## config.mk

```make
export PLATFORM = sky130hd
export DESIGN_NAME = exposure_seq_regs
export DESIGN_NICKNAME = d
export VERILOG_FILES = /design/src/core/exposure_seq_pkg.sv /design/src/core/exposure_seq_regs.sv
export VERILOG_INCLUDE_DIRS = /design/src /design/src/core
export SDC_FILE = /design/constraint.sdc
export NUM_CORES = 1
export LEC_CHECK = 0
export ABC_AREA = 1
export BUFFER_PORTS_ARGS = -buffer_cell sky130_fd_sc_hd__buf_2
export CORE_UTILIZATION = 44
export CTS_BUF_LIST = sky130_fd_sc_hd__clkbuf_4 sky130_fd_sc_hd__clkbuf_8
export CTS_CLUSTER_SIZE = 8
export DETAILED_ROUTE_END_ITERATION = 10
export HOLD_SLACK_MARGIN = 0.06
export PLACE_DENSITY = 0.84
export SKIP_LAST_GASP = 1
export SYNTH_ARGS = -nofsm -noshare
export SYNTH_HDL_FRONTEND = slang
export SYNTH_SLANG_ARGS = --single-unit
```

## constraint.sdc

```tcl
create_clock -name i_mclk -period 2.9 [get_ports i_mclk]
set_input_delay 0.145 -clock i_mclk [delete_from_list [all_inputs] [get_ports i_mclk]]
set_output_delay 0.145 -clock i_mclk [all_outputs]
set_load 0.01 [all_outputs]
```

## src/core/exposure_seq_defines.svh

```systemverilog
`ifndef EXPOSURE_SEQ_DEFINES_SVH
`define EXPOSURE_SEQ_DEFINES_SVH
// Behaviour
// - the sampled pixel count is 19 bits, its low sixteen bits read in bits 15:0 of the low count register.
// - count bits 18:16 read in bits 2:0 of the high count register.
// - the average status register shows the lock flag in bit 12 and the 10-bit average in bits 9:0.
// - the gain status word shows stage one in 1:0, stage two in 3:2 and the 5.7 digital gain in 15:4.
// - sequencer stays idle while mode bit 0 is 0 and runs while it is 1.
// - mode bit 1 selects global shutter at 0 and rolling shutter at 1.
// - mode bit 4 selects triggered capture, and only while global shutter is chosen.
// - mode bit 6 inserts the readout delay between row overhead end and readout start.
// - mode bit 7 selects subsampled readout.
// - mode bit 8 selects binned readout.
// - the readout delay is the 8-bit value in bits 15:8 of the delay register.

// register indices; byte address is four times the index
`define IDX_COUNT_LOW      8'hB8
`define IDX_COUNT_HIGH     8'hB9
`define IDX_MEAN_LOCK      8'hBA
`define IDX_EXPOSURE       8'hBB
`define IDX_GAIN           8'hBC
`define IDX_RSVD_STATUS    8'hBD
`define IDX_MODE           8'hC0
`define IDX_DELAY          8'hC1
`define IDX_IRQ_STATUS     8'hD0
`define IDX_IRQ_ENABLE     8'hD1
`define IDX_IRQ_CLEAR      8'hD2

// mode word fields
`define MODE_RUN_BIT       0
`define MODE_ROLLING_BIT   1
`define MODE_TRIG_BIT      4
`define MODE_SLAVE_BIT     5
`define MODE_DELAY_BIT     6
`define MODE_SUBSAMP_BIT   7
`define MODE_BINNING_BIT   8
`define MODE_WMASK         16'h01F3
`define MODE_RESET         16'h0000
`define DELAY_RESET        16'h0000
`define DELAY_FIELD_LSB    8

// status fields
`define LOCK_BIT           12
`define IRQ_BITS           3
`define IRQ_LOCK_GAINED    0
`define IRQ_LOCK_LOST      1
`define IRQ_STATS_UPDATE   2
`endif

```

## src/core/exposure_seq_pkg.sv

```systemverilog
package exposure_seq_pkg;
  // live exposure-loop results from the statistics engine
  typedef struct packed {
    logic [18:0] pixel_count;
    logic [9:0]  average;
    logic        locked;
    logic [15:0] exposure;
    logic [1:0]  analog_step_one;
    logic [1:0]  analog_step_two;
    logic [11:0] digital_gain;
  } aec_status_type;

  // decoded sequencer controls
  typedef struct packed {
    logic       run;
    logic       rolling;
    logic       triggered;
    logic       slave;
    logic       delay_en;
    logic [7:0] delay_len;
    logic       subsample;
    logic       binning;
  } seq_ctrl_type;

  typedef enum logic [2:0] {
    ST_IDLE   = 3'b001,
    ST_SETUP  = 3'b010,
    ST_ACCESS = 3'b100
  } bus_state_type;

  typedef struct packed {
    bus_state_type state;
    logic [15:0]   mode;
    logic [15:0]   delay;
    logic [2:0]    irq_status;
    logic [2:0]    irq_enable;
    logic          prev_locked;
    logic          prev_update;
    logic [31:0]   prdata;
    logic          pready;
    logic          pslverr;
    logic          irq;
    seq_ctrl_type  ctrl;
  } state_type;
endpackage

```

## src/core/exposure_seq_regs.sv

```systemverilog
// The APB register port is this design's own decision.
`timescale 1ns/1ps
`include "exposure_seq_defines.svh"
module exposure_seq_regs
  import exposure_seq_pkg::*;
(
  // clock and reset
  input  wire logic           i_mclk,
  input  wire logic           i_nrst,
  // apb slave
  input  wire logic           i_psel,
  input  wire logic           i_penable,
  input  wire logic           i_pwrite,
  input  wire logic [11:0]    i_paddr,
  input  wire logic [31:0]    i_pwdata,
  output logic [31:0]         o_prdata,
  output logic                o_pready,
  output logic                o_pslverr,
  // exposure loop status
  input  wire aec_status_type i_aec,
  input  wire logic           i_stats_update,
  // sequencer controls and interrupt
  output seq_ctrl_type        o_seq_ctrl,
  output logic                o_irq
);

  state_type r;
  state_type next_r;
  logic [7:0]  idx;
  logic [15:0] rdata;
  logic        mapped;
  logic [2:0]  events;

  assign idx = i_paddr[9:2];

  // read mux; reserved bits and the reserved word read zero, except delay bits 7:0, which read back as written
  always_comb begin
    rdata  = 16'h0000;
    mapped = 1'b1;
    unique case (idx)
      `IDX_COUNT_LOW:   rdata = i_aec.pixel_count[15:0];
      `IDX_COUNT_HIGH:  rdata = {13'h0, i_aec.pixel_count[18:16]};
      `IDX_MEAN_LOCK:   rdata = {3'h0, i_aec.locked, 2'h0, i_aec.average};
      `IDX_EXPOSURE:    rdata = i_aec.exposure;
      `IDX_GAIN:        rdata = {i_aec.digital_gain, i_aec.analog_step_two,
                                 i_aec.analog_step_one};
      `IDX_RSVD_STATUS: rdata = 16'h0000;
      `IDX_MODE:        rdata = r.mode;
      `IDX_DELAY:       rdata = r.delay;
      `IDX_IRQ_STATUS:  rdata = {13'h0, r.irq_status};
      `IDX_IRQ_ENABLE:  rdata = {13'h0, r.irq_enable};
      `IDX_IRQ_CLEAR:   rdata = 16'h0000;
      default:          mapped = 1'b0;
    endcase
  end

  // events: lock gained, lock lost, new statistics
  assign events = {i_stats_update & ~r.prev_update,
                   ~i_aec.locked & r.prev_locked,
                   i_aec.locked & ~r.prev_locked};

  // next state: bus handshake, writable registers, sticky interrupts
  always_comb begin
    logic wr;
    wr = 1'b0;
    next_r             = r;
    next_r.pready      = 1'b0;
    next_r.pslverr     = 1'b0;
    next_r.prev_locked = i_aec.locked;
    next_r.prev_update = i_stats_update;
    unique case (r.state)
      ST_IDLE: begin
        if (i_psel && !i_penable) begin
          next_r.state = ST_SETUP;
        end
      end
      ST_SETUP: begin
        // answer registered: pready rises in the second access cycle
        next_r.state   = ST_ACCESS;
        next_r.pready  = 1'b1;
        next_r.pslverr = ~mapped;
        next_r.prdata  = i_pwrite ? 32'h0000_0000 : {16'h0000, rdata};
      end
      ST_ACCESS: begin
        // only a real access phase may write; an abandoned setup falls away
        wr           = i_psel & i_penable & i_pwrite & mapped;
        next_r.state = ST_IDLE;
      end
      default: next_r.state = ST_IDLE;
    endcase
    // status registers have no write path, so writes there fall away
    if (wr && idx == `IDX_MODE) begin
      next_r.mode = i_pwdata[15:0] & `MODE_WMASK;
    end
    if (wr && idx == `IDX_DELAY) begin
      next_r.delay = i_pwdata[15:0];
    end
    if (wr && idx == `IDX_IRQ_ENABLE) begin
      next_r.irq_enable = i_pwdata[2:0];
    end
    // a new event wins over a clear in the same cycle
    if (wr && idx == `IDX_IRQ_CLEAR) begin
      next_r.irq_status = r.irq_status & ~i_pwdata[2:0];
    end
    next_r.irq_status = next_r.irq_status | events;
    next_r.irq        = |(next_r.irq_status & next_r.irq_enable);
    // decode mode word into sequencer controls
    next_r.ctrl.run       = next_r.mode[`MODE_RUN_BIT];
    next_r.ctrl.rolling   = next_r.mode[`MODE_ROLLING_BIT];
    // triggered and slave only have meaning under global shutter
    next_r.ctrl.triggered = next_r.mode[`MODE_TRIG_BIT] & ~next_r.mode[`MODE_ROLLING_BIT];
    next_r.ctrl.slave     = next_r.mode[`MODE_SLAVE_BIT] & ~next_r.mode[`MODE_ROLLING_BIT];
    next_r.ctrl.delay_en  = next_r.mode[`MODE_DELAY_BIT];
    next_r.ctrl.delay_len = next_r.delay[`DELAY_FIELD_LSB +: 8];
    next_r.ctrl.subsample = next_r.mode[`MODE_SUBSAMP_BIT];
    next_r.ctrl.binning   = next_r.mode[`MODE_BINNING_BIT];
  end

  // single state register
  always_ff @(posedge i_mclk) begin
    if (!i_nrst) begin
      r             <= '0;
      r.state       <= ST_IDLE;
      r.mode        <= `MODE_RESET;
      r.delay       <= `DELAY_RESET;
    end else begin
      r <= next_r;
    end
  end

  assign o_prdata   = r.prdata;
  assign o_pready   = r.pready;
  assign o_pslverr  = r.pslverr;
  assign o_seq_ctrl = r.ctrl;
  assign o_irq      = r.irq;

endmodule

```

==> qor.yml, run 1 <==
stdcell_area_um2: 3655
hold_viol: 0
die_h_um: 86.64
clk_latency_ns: 0.31
clkPwrFrac_pct: 32.1
path_max_fanout: 32
routed_wl_mm: 8.591
cts_buffers: 5
wire_per_inst_um: 13.28
syn-cell-area_um2: 3152
antenna_found_initial: 0
diodes: 0
nets: 662
arrival_ns: 2.43
clock_path_buffers: 2
fin_crit_ns: 2.236
ys_types: 31
via_count: 3204
vdd_ir_drop_max_mv: 0.1657
start_util_pct: 45.88
drtAntennaViolNets: 0
cts.root.buffer_cell: "clkbuf_8"
clkSinkCount: 55
grt_max_degree: 33
cts_resized: 0
yosysSeqAreaShare_pct: 34.93
rsz0062_at_grt: "no"
fin_hold_ws_ns: 0.07915
cts.htree.levels: 2
syn-instance-count: 462
dp_hpwl_mm: 6.684
setup_viol: 0
via_per_inst: 4.952
dp.cells: 637
yosysWarningCount: 0
first_pass_iters: 4
power.internal_mw: 0.9950
synth_area_leaders: "dfxtp_1, nand2_1, buf_4"
tns_ns: 0
synth_edf_count: 0
drv_cap: 0
row_count: 30
avgSynthCellArea_um2: 6.822
leakagePower_nw: 1.818
synth_flop_cell: "dfxtp_1"
swShare_pct: 25.33
grt.overflow.total: 0
drcViolationCount: 0
worstSetupStartpointType: "input pin"
instances_no_fill: 647
hp-class: "in2reg"
power_mw: 1.333
pre_cts_ws_ns: 0.7428
switchingPower_mw: 0.3376
coreArea_um2: 6869
layout-drive-gt1-share_pct: 29.95
ios: 162
grt_pass1_vias: 2944
r2r_setup_slack_ns: 0.77
grt_usage_pct: 22.54
setup_ws_ns: 0.6645
period_share_pct: 77.09
syn_to_final_growth_pct: 15.96
cts_hold_buf: 2
grt_first_pass_wirelength_mm: 13.21
placed_cell_area_um2: 3542
path_clk_slew_ns: 0.10
power_frac_seq_pct: 57.4
async_reset_ff_share_pct: 0
p_per_area_nw_per_um2: 364.6
cts_setup_buffers: 0
fp.dieW_um: 86.64
cts_tree: "done"
synth.most_common_cell: "nand2_1"
skew_ns: 0.009944
dieArea_um2: 7506
ys_ff_latch: 55
status: "finished, final reports clean"
slew_viol_final: 0
crit_required_ns: 3.09
tightest_slew_ns: 0.6993
drt_iter0_drc: 176
crit_type: "in2reg"
gp_congestion: 0.8600
slew_headroom_pct: 53.12
cp-end-kind: "register"
fmax_ghz: 0.4473
combPwrFrac_pct: 10.5
fin_util_pct: 53.21
synth_top_area_share_pct: 34.93
port_buffers: 125
yosysTopAreaCell: "dfxtp_1"
yosys-top-cells-count: "nand2_1, a21oi_1, dfxtp_1"
[registers in the layout, summed over array words and instances, names as in the netlist]
signal / flops
o_prdata: 16
o_pready: 1
o_seq_ctrl: 2
o_irq: 1
r: 34
o_pslverr: 1
[worst paths after layout]
path	startpoint	endpoint	depth (start not counted)
setup / recovery	i_penable	r[71]	7
hold / removal	i_psel	r[91]	3
setup reg to reg	r[92]	r[71]	5
hold reg to reg	r[60]	r[60]	2
[cell families (layout without fill, tap and decap cells)]
family	count (synthesis)	after routing	synth area share, %
flip-flops	55	55	34.93
buffers and inverters	114	188	19.61
other	1	16	0.1190
AND/OR/NAND/NOR	198	198	28.90
AO/OA/AOI/OAI	94	94	16.43
[layout by cell type, fill, tap and decap left out, drive strengths merged]
| cell type | n |
|---|---|
| nor4 | 1 |
| nor3 | 3 |
| o2111ai | 5 |
| or2 | 1 |
| nand2 | 141 |
| o21ai | 25 |
| nand3 | 14 |
| dfxtp | 55 |
| buf | 127 |
| clkinvlp | 2 |
| inv | 52 |
| dlygate4sd3 | 2 |
| o211ai | 2 |
| clkbuf | 5 |
| a211oi | 1 |
| o22ai | 4 |
| conb | 16 |
| a21oi | 57 |
| nand4 | 10 |
| nor2 | 28 |
[metal layers]
layer	global-route usage (%)	vias up	part of all wire, %
met4	10.30	0	3.6
met1	27.27	1424	42
met5	0	-	0
met2	38.17	166	47
li1	-	1587	-
met3	5.048	27	7.9
[cell type report]
cell class / instances / area [um^2]
Inverter: 51 / 191.4
Sequential cell: 55 / 1101
Clock inverter: 3 / 23.77
Tap cell: 96 / 120.1
Clock buffer: 5 / 68.82
Timing Repair Buffer: 129 / 660.6
Fill cell: 701 / 3214
Multi-Input combinational cell: 308 / 1489
[power by group through the flow]
stage	clock [mW]	sequential [mW]	combinational [mW]
2_1_floorplan	0	0.781	0.0741
3_3_place_gp	0	0.781	0.132
3_5_place_dp	0	0.782	0.136
4_1_cts	0.432	0.764	0.139
5_1_grt	0.470	0.765	0.154
6_report	0.428	0.764	0.140
[worst max-delay path, stage by stage]
cell,delay [ns]
dlygate4sd3_1,0.53
buf_2,0.11
nand4_1,0.11
nor3_2,0.55
nand3_2,0.56
o21ai_0,0.37
a21oi_1,0.06
(Power assumes the default switching activity.)
==> inputs of run 2 (changes only) <==
- CORE_UTILIZATION: 44 -> 43
- PLACE_DENSITY: 0.84 -> 0.85
- clock period: 2.9 -> 1.95 ns (I/O delays scaled with it)
==> run 2 against run 1 <==
- via count grew 0.91%
- flip-flop and latch count is the same
- largest cell class unchanged
- register-to-register slack lost 0.60 ns
- hold slack lost 0.0069 ns
- first-iteration DRC count shrank 24%
- non-clock buffer count grew 14
- die area grew 2.3%
- critical endpoint is now r[81]
==> qor.yml, run 2 (synthesized netlist as in run 1, its figures left out) <==
wire_per_inst_um: 13.21
via_per_inst: 4.891
period_share_pct: 94.83
pre_cts_ws_ns: 0.2204
cts_tree: "done"
clk_latency_ns: 0.32
crit_type: "in2reg"
cts_buffers: 5
most-common-layout-cells: "nand2_1, buf_2, a21oi_1"
drtAntennaViolNets: 0
slew_viol_final: 0
tns_ns: 0
regArea_um2: 1101
path_cells: "dlygate4sd3_1, buf_2, nand4_1, nor3_2, nand2_2, nor2_4, inv_2, o21ai_0, a21oi_1"
rsz0062_at_grt: "no"
instances_no_fill: 661
die_h_um: 87.62
fin_crit_ns: 1.849
drv_cap: 0
port_buffers: 125
nets: 676
routed_wl_mm: 8.729
dp.cells: 643
path_max_fanout: 9
cp_slowest_cell: "dlygate4sd3_1"
syn_to_final_growth_pct: 20.09
vdd_ir_drop_max_mv: 0.3067
skew_ns: 0.01278
worstSetupStartpointType: "input pin"
cp-end-kind: "register"
grt.overflow.total: 0
fmax_ghz: 0.5408
row_count: 30
grt_pass1_vias: 2994
crit_required_ns: 2.16
mostFrequentLayoutCell: "nand2_1"
antenna_found_initial: 0
drcViolationCount: 0
drt_iter0_drc: 133
cts.htree.levels: 2
cts.root.buffer_cell: "clkbuf_8"
max_stage_delay_ns: 0.53
leakagePower_nw: 1.892
tightest_slew_ns: 0.6264
clock_path_buffers: 2
setup_viol: 0
layout-drive-gt1-share_pct: 30.27
status: "finished, final reports clean"
cts_setup_buffers: 0
diodes: 0
dp_hpwl_mm: 6.717
hp-class: "in2reg"
grt_first_pass_wirelength_mm: 13.29
coreArea_um2: 6944
p_per_area_nw_per_um2: 533.0
hold_viol: 0
clkSinkCount: 55
n_fill_cell: 667
r2r_setup_slack_ns: 0.17
setup_ws_ns: 0.1007
start_util_pct: 45.39
arrival_ns: 2.06
via_count: 3233
first_pass_iters: 5
dieArea_um2: 7676
ios: 162
multiInputGateArea_um2: 1489
grt_max_degree: 33
grt_usage_pct: 22.25
gp_congestion: 0.8850
cts_hold_buf: 10
slew_headroom_pct: 58.01
regMostFlops: "r"
path_clk_slew_ns: 0.11
cts_resized: 0
largest_reg_flops: 34
fp.dieW_um: 87.62
-- run 2: cell count changes in the layout (fill, tap and decap cells not counted), sizes merged --
cell	delta
dlygate4sd3	+8
clkinvlp	-2
buf	+6
clkinv	+2
-- run 2: report_power, final --
| part | switching (mW) | leakage, nW | internal (mW) |
|---|---|---|---|
| Clock | 0.394 | 0.0502 | 0.267 |
| Combinational | 0.118 | 1.40 | 0.102 |
| Sequential | 0.00538 | 0.444 | 1.13 |
-- run 2: final timing paths --
path,to,depth (start not counted),start
min,r[80],3,i_pwdata[6]
max reg2reg,r[81],7,r[92]
max,r[81],9,i_penable
min reg2reg,r[63],2,r[63]
-- run 2: area by class of cell --
cell class                 count  area share (%)
clock inverter                 3          0.7603
clock buffer                   5           1.818
tap                           96           3.174
multi-input combinational    308           39.34
sequential                    55           29.09
timing repair buffer         143           20.76
inverter                      51           5.058
-- run 2: through the flow --
stage          hold slack, ns  area (um^2)  utilization [%]  power (mW)
2_1_floorplan          0.1854         3208                -       1.271
3_3_place_gp           0.2952         3587            51.66       1.360
3_5_place_dp           0.3014         3587            51.66       1.365
4_1_cts               0.06799         3785            54.50       2.034
5_1_grt               0.09713         3785            54.50       2.091
6_report              0.07227         3785            54.50       2.018
-- run 2: critical path, delay by kind of cell --
family | cells | cell delay (ns)
and+or+nand+nor | 4 | 0.91
buffers and inverters | 3 | 0.76
AOI/OAI and AO/OA | 2 | 0.29
-- run 2: per-layer routing --
| metal | GRT usage [%] | routed length, um | vias up |
|---|---|---|---|
| met5 | 0 | 0 | - |
| met4 | 7.601 | 223 | 0 |
| met3 | 3.959 | 631 | 21 |
| met2 | 39.56 | 4277 | 165 |
| met1 | 27.07 | 3598 | 1437 |
| li1 | - | - | 1610 |
